**src/rtl/aei_pkg.sv**
```systemverilog
package aei_pkg;

  // Register byte offsets on the APB slave
  localparam logic [11:0] AEI_OFF_CTRL = 12'h000;
  localparam logic [11:0] AEI_OFF_VBR = 12'h004;
  localparam logic [11:0] AEI_OFF_STAT = 12'h008;
  localparam logic [11:0] AEI_OFF_PRIO0 = 12'h010;
  localparam int AEI_NPRIO_REGS = 5;

  // Field positions
  localparam int AEI_CTRL_SC = 0;
  localparam int AEI_ST_CPUERR = 0;
  localparam int AEI_ST_DMAERR = 1;
  localparam int AEI_ST_NMI = 2;
  localparam int AEI_ST_BUSY = 3;
  localparam int AEI_ST_VEC_LSB = 8;
  localparam int AEI_ST_LVL_LSB = 16;
  localparam int AEI_MASK_LSB = 4;

  // Reset values
  localparam logic AEI_CTRL_RST = 1'b0;
  localparam logic [31:0] AEI_VBR_RST = 32'h00000000;
  localparam logic [143:0] AEI_PRIO_RST = 144'h0;

  // Source counts: external lines, transfer engine, multifunction timer
  localparam int AEI_NIRQ = 8;
  localparam int AEI_NDMA = 4;
  localparam int AEI_NTMR = 24;
  localparam int AEI_NSRC = 36;

  // Vector numbers
  localparam logic [7:0] AEI_VEC_CPU_AERR = 8'h09;
  localparam logic [7:0] AEI_VEC_DMA_AERR = 8'h0A;
  localparam logic [7:0] AEI_VEC_NMI = 8'h0B;
  localparam logic [7:0] AEI_VEC_UBRK = 8'h0C;
  localparam logic [7:0] AEI_VEC_IRQ0 = 8'h40;

  // Priority levels
  localparam logic [4:0] AEI_LVL_NMI = 5'h10;
  localparam logic [4:0] AEI_LVL_UBRK = 5'h0F;
  localparam logic [3:0] AEI_NMI_MASK = 4'hF;

  // Access size and master codes
  localparam logic [1:0] AEI_SZ_BYTE = 2'h0;
  localparam logic [1:0] AEI_SZ_WORD = 2'h1;
  localparam logic [1:0] AEI_SZ_LONG = 2'h2;
  localparam logic [1:0] AEI_MST_CPU = 2'h0;

  localparam logic [31:0] AEI_STACK_STEP = 32'h00000004;

  typedef enum logic [2:0] {
    ST_IDLE = 3'h0,
    ST_PUSH_SR = 3'h1,
    ST_PUSH_PC = 3'h2,
    ST_VEC = 3'h3,
    ST_JUMP = 3'h4
  } aei_state_t;

endpackage

```
**src/rtl/aei_top.sv**
```systemverilog
`timescale 1ns/1ps
// Contract
// RULE1 - Instruction fetch from an odd address is an address error.
// RULE2 - Instruction fetch from peripheral register space is an address error.
// RULE3 - Fetch from external space in single-chip configuration is an address error.
// RULE4 - 16-bit data access at an odd address is an address error.
// RULE5 - 32-bit data access not on a 32-bit boundary is an address error.
// RULE6 - Peripheral space: 32-bit access to an 8-bit region errs, others allowed.
// RULE7 - Data access to external space in single-chip configuration errs.
// RULE8 - End the faulty bus cycle, finish the instruction, then enter the exception.
// RULE9 - Address-error entry pushes status word, then the next instruction address.
// RULE10 - Then fetch the address-error vector and jump, with no delay slot.
// RULE11 - Sources: NMI, user break, eight external lines, 4 engine and 24 timer requests.
// RULE12 - Every interrupt source has its own vector number and table offset.
// RULE13 - Priority scale runs from 0 lowest to 16 highest.
// RULE14 - NMI is level 16 and is accepted whatever the mask.
// RULE15 - User break has fixed level 15.
// RULE16 - External and peripheral levels are programmable 0 to 15, never 16.
// RULE17 - Among simultaneous requests the highest priority one is processed.
// RULE18 - Maskable interrupt accepted only when its level exceeds the mask field.
// RULE19 - Interrupt entry pushes status word and program counter.
// RULE20 - Accepted level goes to the mask field; NMI loads 1111.
// RULE21 - Then fetch the interrupt vector and start executing there.
// RULE22 - Vector slot address is vector base plus four times the vector number.
// RULE23 - Pushed counter for interrupts is the next instruction's address.
// RULE24 - Whole entry completes first; no maskable request accepted meanwhile.
module aei_top
  import aei_pkg::*;
(
  input wire logic CORE_CLK,
  input wire logic RST_N,
  input wire logic PSEL,
  input wire logic PENABLE,
  input wire logic PWRITE,
  input wire logic [11:0] PADDR,
  input wire logic [31:0] PWDATA,
  output logic [31:0] PRDATA,
  output logic PREADY,
  output logic PSLVERR,
  input wire logic ACC_VALID,
  input wire logic ACC_FETCH,
  input wire logic [1:0] ACC_SIZE,
  input wire logic [1:0] ACC_MASTER,
  input wire logic [31:0] ACC_ADDR,
  input wire logic ACC_PERIPH,
  input wire logic ACC_PERIPH8,
  input wire logic ACC_EXTERNAL,
  output logic ADDR_ERR,
  input wire logic NMI_PIN,
  input wire logic [AEI_NIRQ-1:0] IRQ_N,
  input wire logic UBRK_REQ,
  input wire logic [AEI_NDMA-1:0] DMA_REQ,
  input wire logic [AEI_NTMR-1:0] TMR_REQ,
  input wire logic INSN_DONE,
  input wire logic [31:0] STATUS_WORD,
  input wire logic [31:0] NEXT_PC,
  input wire logic [31:0] SP_IN,
  output logic EXC_BUSY,
  output logic EXC_JUMP,
  output logic [31:0] EXC_TARGET,
  output logic [31:0] EXC_SR,
  output logic [31:0] EXC_SP,
  output logic INT_ACK,
  output logic [7:0] INT_ACK_VEC,
  output logic MEM_REQ,
  output logic MEM_WE,
  output logic [31:0] MEM_ADDR,
  output logic [31:0] MEM_WDATA,
  input wire logic MEM_ACK,
  input wire logic [31:0] MEM_RDATA
);

  function automatic logic [2:0] prio_index(input logic [11:0] addr);
    logic [11:0] rel;
    rel = addr - AEI_OFF_PRIO0;
    prio_index = rel[4:2];
  endfunction

  // Level of one source, widened to the 0..16 scale
  function automatic logic [4:0] src_level(input logic [143:0] prio, input int idx);
    src_level = {1'b0, prio[idx*4 +: 4]};
  endfunction

  // Register file
  logic single_chip_q;
  logic [31:0] vbr_q;
  logic [143:0] prio_q;
  logic [31:0] prdata_q;

  // Pin synchronisers and filtered levels: bit 8 is NMI, 7..0 external lines
  logic [8:0] s1_q, s2_q, s3_q, flt_q;
  logic [8:0] flt_d;
  logic nmi_prev_q;

  // Exception state
  aei_state_t st_q, st_d;
  logic cpu_err_q, dma_err_q, nmi_pend_q;
  logic [7:0] vec_q;
  logic [4:0] lvl_q;
  logic [31:0] sp_q, pc_q, sr_new_q, target_q;
  logic [31:0] mem_addr_q, mem_wdata_q;
  logic mem_we_q, jump_q, int_ack_q;

  // APB decode
  wire logic [2:0] pidx = prio_index(PADDR);
  wire logic hit_ctrl = (PADDR == AEI_OFF_CTRL);
  wire logic hit_vbr = (PADDR == AEI_OFF_VBR);
  wire logic hit_stat = (PADDR == AEI_OFF_STAT);
  wire logic hit_prio = (PADDR >= AEI_OFF_PRIO0) && (PADDR[1:0] == 2'h0) && (32'(pidx) < AEI_NPRIO_REGS)
    && (PADDR < AEI_OFF_PRIO0 + 12'h020);
  wire logic mapped = hit_ctrl | hit_vbr | hit_stat | hit_prio;
  wire logic wr_en = PSEL & PENABLE & PWRITE & mapped;
  wire logic rd_setup = PSEL & ~PENABLE & ~PWRITE;
  wire logic [159:0] prio_ext = {16'h0000, prio_q};

  logic [31:0] stat_word;
  logic [159:0] prio_new;
  logic [31:0] rd_mux;

  always_comb begin
    stat_word = 32'h00000000;
    stat_word[AEI_ST_CPUERR] = cpu_err_q;
    stat_word[AEI_ST_DMAERR] = dma_err_q;
    stat_word[AEI_ST_NMI] = nmi_pend_q;
    stat_word[AEI_ST_BUSY] = EXC_BUSY;
    stat_word[AEI_ST_VEC_LSB +: 8] = vec_q;
    stat_word[AEI_ST_LVL_LSB +: 5] = lvl_q;
  end

  // Fields are four bits wide, so level 16 cannot be written
  always_comb begin
    prio_new = prio_ext;
    if (wr_en && hit_prio) begin
      prio_new[32'(pidx) * 32 +: 32] = PWDATA; // RULE16
    end
  end

  assign rd_mux = hit_ctrl ? {31'h0, single_chip_q} :
                  hit_vbr ? vbr_q :
                  hit_stat ? stat_word :
                  hit_prio ? prio_ext[32'(pidx) * 32 +: 32] : 32'h00000000;

  always_ff @(posedge CORE_CLK or negedge RST_N) begin
    if (!RST_N) begin
      single_chip_q <= AEI_CTRL_RST;
      vbr_q <= AEI_VBR_RST;
      prio_q <= AEI_PRIO_RST;
      prdata_q <= 32'h00000000;
    end else begin
      if (wr_en && hit_ctrl) begin
        single_chip_q <= PWDATA[AEI_CTRL_SC];
      end
      if (wr_en && hit_vbr) begin
        vbr_q <= PWDATA;
      end
      prio_q <= prio_new[143:0];
      if (rd_setup) begin
        prdata_q <= rd_mux;
      end
    end
  end

  assign PRDATA = prdata_q;
  assign PREADY = 1'b1;
  assign PSLVERR = PSEL & PENABLE & ~mapped;

  // Address checks
  wire logic a_odd = ACC_ADDR[0];
  wire logic ext_sc = ACC_EXTERNAL & single_chip_q;
  wire logic fetch_err = ACC_FETCH & (a_odd // RULE1
                         | ACC_PERIPH // RULE2
                         | ext_sc); // RULE3
  wire logic is_word = (ACC_SIZE == AEI_SZ_WORD);
  wire logic is_long = (ACC_SIZE == AEI_SZ_LONG);
  wire logic data_err = ~ACC_FETCH & ((is_word & a_odd) // RULE4
                        | (is_long & (ACC_ADDR[1:0] != 2'h0)) // RULE5
                        | (ACC_PERIPH & ACC_PERIPH8 & is_long) // RULE6
                        | ext_sc); // RULE7
  // Bus controller ends the offending cycle on this strobe
  assign ADDR_ERR = ACC_VALID & (fetch_err | data_err); // RULE8
  wire logic cpu_err_set = ADDR_ERR & (ACC_MASTER == AEI_MST_CPU);
  wire logic dma_err_set = ADDR_ERR & (ACC_MASTER != AEI_MST_CPU);

  // Pins: a change counts once the second and third stages agree
  wire logic [8:0] pin_raw = {NMI_PIN, ~IRQ_N};
  assign flt_d = (s2_q & s3_q) | (flt_q & (s2_q ^ s3_q));
  wire logic nmi_rise = flt_q[8] & ~nmi_prev_q;

  always_ff @(posedge CORE_CLK or negedge RST_N) begin
    if (!RST_N) begin
      s1_q <= 9'h000;
      s2_q <= 9'h000;
      s3_q <= 9'h000;
      flt_q <= 9'h000;
      nmi_prev_q <= 1'b0;
    end else begin
      s1_q <= pin_raw;
      s2_q <= s1_q;
      s3_q <= s2_q;
      flt_q <= flt_d;
      nmi_prev_q <= flt_q[8];
    end
  end

  // Source i has vector IRQ0 + i: lines 0..7, engine 8..11, timer 12..35
  wire logic [AEI_NSRC-1:0] src_req = {TMR_REQ, DMA_REQ, flt_q[7:0]}; // RULE11

  logic best_hit;
  logic [4:0] best_lvl;
  logic [7:0] best_vec;

  // Lowest index wins a tie; user break wins a tie at level 15
  always_comb begin
    best_hit = 1'b0;
    best_lvl = 5'h00;
    best_vec = 8'h00;
    for (int i = AEI_NSRC - 1; i >= 0; i--) begin
      if (src_req[i] && (!best_hit || src_level(prio_q, i) >= best_lvl)) begin // RULE17
        best_hit = 1'b1;
        best_lvl = src_level(prio_q, i); // RULE13
        best_vec = AEI_VEC_IRQ0 + 8'(i); // RULE12
      end
    end
    if (UBRK_REQ && (!best_hit || AEI_LVL_UBRK >= best_lvl)) begin
      best_hit = 1'b1;
      best_lvl = AEI_LVL_UBRK; // RULE15
      best_vec = AEI_VEC_UBRK;
    end
    if (nmi_pend_q) begin
      best_hit = 1'b1;
      best_lvl = AEI_LVL_NMI; // RULE14
      best_vec = AEI_VEC_NMI;
    end
  end

  wire logic [3:0] cur_mask = STATUS_WORD[AEI_MASK_LSB +: 4];
  wire logic int_accept = nmi_pend_q // RULE14
                          | (best_hit & (best_lvl > {1'b0, cur_mask})); // RULE18
  wire logic err_any = cpu_err_q | dma_err_q;
  // Entry only at an instruction boundary and only from idle
  wire logic start = (st_q == ST_IDLE) & INSN_DONE & (err_any | int_accept); // RULE8 RULE24
  wire logic take_cpu = start & cpu_err_q;
  wire logic take_dma = start & ~cpu_err_q & dma_err_q;
  wire logic take_int = start & ~err_any;
  wire logic take_nmi = take_int & nmi_pend_q;
  wire logic [7:0] start_vec = cpu_err_q ? AEI_VEC_CPU_AERR : dma_err_q ? AEI_VEC_DMA_AERR : best_vec;
  wire logic [3:0] new_mask = nmi_pend_q ? AEI_NMI_MASK : best_lvl[3:0];
  wire logic [31:0] sr_masked = (STATUS_WORD & ~(32'h0000000F << AEI_MASK_LSB))
                                | ({28'h0, new_mask} << AEI_MASK_LSB);
  wire logic [31:0] vec_addr = vbr_q + {22'h0, vec_q, 2'h0}; // RULE22

  // Memory handshake completions, one per memory step of the entry (the jump step has none)
  wire logic ack_sr = (st_q == ST_PUSH_SR) & MEM_ACK;
  wire logic ack_pc = (st_q == ST_PUSH_PC) & MEM_ACK;
  wire logic ack_vec = (st_q == ST_VEC) & MEM_ACK;

  // Pending flags: a new event in the clearing cycle is kept
  wire logic cpu_err_d = cpu_err_set | (cpu_err_q & ~take_cpu);
  wire logic dma_err_d = dma_err_set | (dma_err_q & ~take_dma);
  wire logic nmi_pend_d = nmi_rise | (nmi_pend_q & ~take_nmi);

  always_comb begin
    st_d = st_q;
    unique case (st_q)
      ST_IDLE: begin
        if (start) begin
          st_d = ST_PUSH_SR;
        end
      end
      ST_PUSH_SR: begin
        if (MEM_ACK) begin
          st_d = ST_PUSH_PC;
        end
      end
      ST_PUSH_PC: begin
        if (MEM_ACK) begin
          st_d = ST_VEC;
        end
      end
      ST_VEC: begin
        if (MEM_ACK) begin
          st_d = ST_JUMP;
        end
      end
      ST_JUMP: begin
        st_d = ST_IDLE;
      end
      default: begin
        st_d = ST_IDLE;
      end
    endcase
  end

  always_ff @(posedge CORE_CLK or negedge RST_N) begin
    if (!RST_N) begin
      st_q <= ST_IDLE;
      cpu_err_q <= 1'b0;
      dma_err_q <= 1'b0;
      nmi_pend_q <= 1'b0;
    end else begin
      st_q <= st_d;
      cpu_err_q <= cpu_err_d;
      dma_err_q <= dma_err_d;
      nmi_pend_q <= nmi_pend_d;
    end
  end

  always_ff @(posedge CORE_CLK or negedge RST_N) begin
    if (!RST_N) begin
      vec_q <= 8'h00;
      lvl_q <= 5'h00;
      pc_q <= 32'h00000000;
      sr_new_q <= 32'h00000000;
    end else if (start) begin
      vec_q <= start_vec;
      lvl_q <= take_int ? best_lvl : 5'h00;
      pc_q <= NEXT_PC; // RULE9 RULE23
      sr_new_q <= take_int ? sr_masked : STATUS_WORD; // RULE20
    end
  end

  always_ff @(posedge CORE_CLK or negedge RST_N) begin
    if (!RST_N) begin
      sp_q <= 32'h00000000;
      mem_addr_q <= 32'h00000000;
      mem_wdata_q <= 32'h00000000;
      mem_we_q <= 1'b0;
    end else begin
      if (start) begin
        sp_q <= SP_IN - AEI_STACK_STEP;
        mem_addr_q <= SP_IN - AEI_STACK_STEP;
        mem_wdata_q <= STATUS_WORD; // RULE9 RULE19
        mem_we_q <= 1'b1;
      end
      if (ack_sr) begin
        sp_q <= sp_q - AEI_STACK_STEP;
        mem_addr_q <= sp_q - AEI_STACK_STEP;
        mem_wdata_q <= pc_q; // RULE9 RULE19
      end
      if (ack_pc) begin
        mem_addr_q <= vec_addr; // RULE10 RULE21
        mem_we_q <= 1'b0;
      end
    end
  end

  always_ff @(posedge CORE_CLK or negedge RST_N) begin
    if (!RST_N) begin
      target_q <= 32'h00000000;
      jump_q <= 1'b0;
      int_ack_q <= 1'b0;
    end else begin
      jump_q <= ack_vec;
      int_ack_q <= take_int;
      if (ack_vec) begin
        target_q <= MEM_RDATA; // RULE10 RULE21
      end
    end
  end

  assign MEM_REQ = (st_q == ST_PUSH_SR) | (st_q == ST_PUSH_PC) | (st_q == ST_VEC);
  assign MEM_WE = mem_we_q;
  assign MEM_ADDR = mem_addr_q;
  assign MEM_WDATA = mem_wdata_q;
  assign EXC_BUSY = (st_q != ST_IDLE); // RULE24
  // Plain jump: the pipeline discards anything behind it, no delay slot
  assign EXC_JUMP = jump_q; // RULE10
  assign EXC_TARGET = target_q;
  assign EXC_SR = sr_new_q;
  assign EXC_SP = sp_q;
  assign INT_ACK = int_ack_q;
  assign INT_ACK_VEC = vec_q;

endmodule

```
**config.mk**
```make
export PLATFORM = sky130hd
export DESIGN_NAME = aei_top
export DESIGN_NICKNAME = d
export VERILOG_FILES = /design/src/rtl/aei_pkg.sv /design/src/rtl/aei_top.sv
export SDC_FILE = /design/constraint.sdc
export NUM_CORES = 1
export LEC_CHECK = 0
export BUFFER_PORTS_ARGS = -buffer_cell sky130_fd_sc_hd__buf_2
export CAP_MARGIN = 20
export CORE_UTILIZATION = 35
export CTS_CLUSTER_DIAMETER = 120
export DETAILED_ROUTE_END_ITERATION = 6
export PLACE_DENSITY_LB_ADDON = 0.08
export SYNTH_ARGS = -nofsm -noshare
export SYNTH_HDL_FRONTEND = slang
export SYNTH_SLANG_ARGS = --single-unit
export TNS_END_PERCENT = 20
```
**constraint.sdc**
```tcl
create_clock -name CORE_CLK -period 75.2 [get_ports CORE_CLK]
set_input_delay 15.04 -clock CORE_CLK [delete_from_list [all_inputs] [get_ports CORE_CLK]]
set_output_delay 15.04 -clock CORE_CLK [all_outputs]
set_load 0.02 [all_outputs]
```
==> impl_metrics.tcl <==
set metrics [dict create \
    status "complete, but fails checks" \
    violations "design-rule violations" \
    dr.pass1.iters 7 \
    relSlewSlack_pct 21.3 \
    ys_async_sr_fraction_pct 100 \
    crit_required_ns 75.70 \
    routedWlPerCell_um 23.1 \
    die_w_um 288 \
    synthCells 3175 \
    cap_violations 0 \
    mostFrequentLayoutCell "nand2_1" \
    die_y_um 288 \
    worstPathMaxFanout 110 \
    grt_pass1_vias 26186 \
    yosysWarnings 0 \
    start_util_pct 35.4 \
    grt_max_degree 154 \
    num_rows 104 \
    cp.arrival_ns 71.35 \
    slowest_delay_ns 0.56 \
    dpl_cell_area_mm2 0.0332 \
    dp_hpwl_um 86700 \
    synth_area_mm2 0.0286 \
    ys_seq_area_share_pct 40.2 \
    most-common-layout-cells "nand2_1 (562), dfrtp_1 (459), buf_2 (432)" \
    clk_pin_slew_ns 0.06 \
    drc 64 \
    numCtsBuffers 53 \
    fin_nets 4130 \
    synth_top_cells_by_area "dfrtp_1 (40%), nand2_1 (7.4%), ha_1 (7.3%)" \
    tightest_slew_ns 1.17 \
    viasPerCell 5.53 \
    io_buffers 433 \
    drv_slew 0 \
    ys_ff_latch 459 \
    fin_crit_sh_pct 94.2 \
    setup.worst_path.end_class "register" \
    ant_nets 0 \
    grt_use_total_pct 26.2 \
    clk_latency_ns 0.64 \
    fin_tns_setup_ns 0 \
    overflow 0 \
    synth_top_area_share_pct 40.2 \
    startpoint_type "input port" \
    ys.flop_type "dfrtp_1" \
    drtIter0Drc 2085 \
    syn-num-nets 3600 \
    hp-class "reg -> reg" \
    hold_violations 0 \
    core-area_mm2 0.0807 \
    netlist-cell-type-count 98 \
    stdcell_area_mm2 0.0352 \
    die_area_mm2 0.0828 \
    ctsHtreeMaxLevel 2 \
    finClkSkew_ns 0.0399 \
    antenna_found_initial 5 \
    cts_root_buf "clkbuf_16" \
    worst-setup-path-type "in -> reg" \
    cts_tree "built" \
    gp_congestion 0.968 \
    crit_top_cell "ha_1" \
    synthToLayoutAreaGrowth_pct 23.0 \
    grt_pass1_wl_um 165000 \
    synth-edff-count 0 \
    cts_buffer_depth 3 \
    num_vias 26616 \
    pin_count 466 \
    synth_largest_area_cell "dfrtp_1" \
    clkSinkCount 459 \
    setup_violations 0 \
    worst_path_max_delay_cell "o41ai_1" \
    final.fill_count 8038 \
    totalWireLength_um 111000 \
    synth_area_per_cell_um2 9.01 \
    finalCriticalPeriod_ns 70.85 \
    clock.fmax_ghz 0.0141 \
    drive_above_1_share_pct 24.3 \
]
==> synth_stat cells (all sizes together), types with 56 or more instances <==
cell    number
nor3        68
a31oi       78
mux2i       57
nand3       64
nand2      563
buf         59
clkbuf     113
a21o        57
a21oi      142
mux2        78
ha         166
dfrtp      459
a22o        68
o21ai      230
inv        114
a211oi      56
nor2       237
==> cells by family (layout without fill, tap and decap cells) <==
logic type               after synthesis  in the layout  synth area share (%)
multiplexers                         167            167                  7.63
flip-flops                           459            459                  40.2
buffers and inverters                286            857                  4.02
AND/OR/NAND/NOR                     1148           1148                  18.1
adder cells (fa/ha/maj)              167            167                  7.33
XOR/XNOR                              77             77                  2.36
other                                  2              6                0.0263
AO/OA/AOI/OAI                        869            869                  20.4
==> through the flow <==
step	cells	hold slack [ns]	setup slack (ns)	util (%)
finish	4810	0.322	4.35	43.6
floorplan	3175	0.331	6.95	-
detailed placement	4707	0.335	2.53	41.2
global route	4810	0.348	-0.0255	43.6
CTS	4803	0.313	2.95	43.5
global placement	4706	0.333	3.14	41.1
==> sequential cells by signal, summed over array words and instances (netlist names), 7 cells and up <==
| register | flops |
|---|---|
| EXC_TARGET | 32 |
| s3_q | 9 |
| EXC_SR | 32 |
| prio_q | 144 |
| flt_q | 9 |
| s1_q | 9 |
| s2_q | 9 |
| pc_q | 32 |
| EXC_SP | 32 |
| INT_ACK_VEC | 7 |
| MEM_WDATA | 32 |
| MEM_ADDR | 32 |
| vbr_q | 32 |
| PRDATA | 32 |
==> path summary, 6_finish.rpt <==
check | endpoint | slack [ns] | startpoint | depth (start not counted)
setup reg to reg | INT_ACK_VEC[1] | 18.56 | prio_q[140] | 268
setup / recovery | INT_ACK_VEC[1] | 4.35 | TMR_REQ[23] | 269
min in group asynchronous | EXC_SP[25] | 14.44 | RST_N | 1
hold / removal | s2_q[0] | 0.32 | s1_q[0] | 0
max in group asynchronous | prio_q[112] | 58.38 | RST_N | 3
hold reg to reg | s2_q[0] | 0.32 | s1_q[0] | 0
==> routing by layer <==
layer	up-vias	share of wire [%]	GRT usage, %	routed length (µm)
met5	-	0	0	0
met4	0	3.0	8.10	3360
met1	13154	45	36.4	49800
met3	159	5.1	2.64	5690
li1	12485	-	-	-
met2	818	47	42.8	52100
==> repair_timing <==
item	CTS	global route
hold buffers	0	0
setup endpoints to repair	0	178
gates resized for setup	0	15
buffers inserted	0	2
==> worst max-delay path: cells and delay by family <==
kind	cells	cell delay (ns)
buffers and inverters	23	4.06
AOI/OAI and AO/OA	139	29.66
adders and majority gates	36	9.56
and+or+nand+nor	62	9.82
muxes	9	3.04
==> layout make-up <==
cell class	instances	area (µm²)	area share [%]
timing repair buffer	647	3940	11.2
clock buffer	71	1480	4.22
tap	1060	1330	3.77
sequential	459	11500	32.7
multi-input combinational	2430	16100	45.8
inverter	114	428	1.22
clock inverter	25	403	1.15
antenna	4	10.0	0.0285
Power is not shown: default switching activity piles up to over one toggle a cycle in this logic, so the estimate is an artifact.
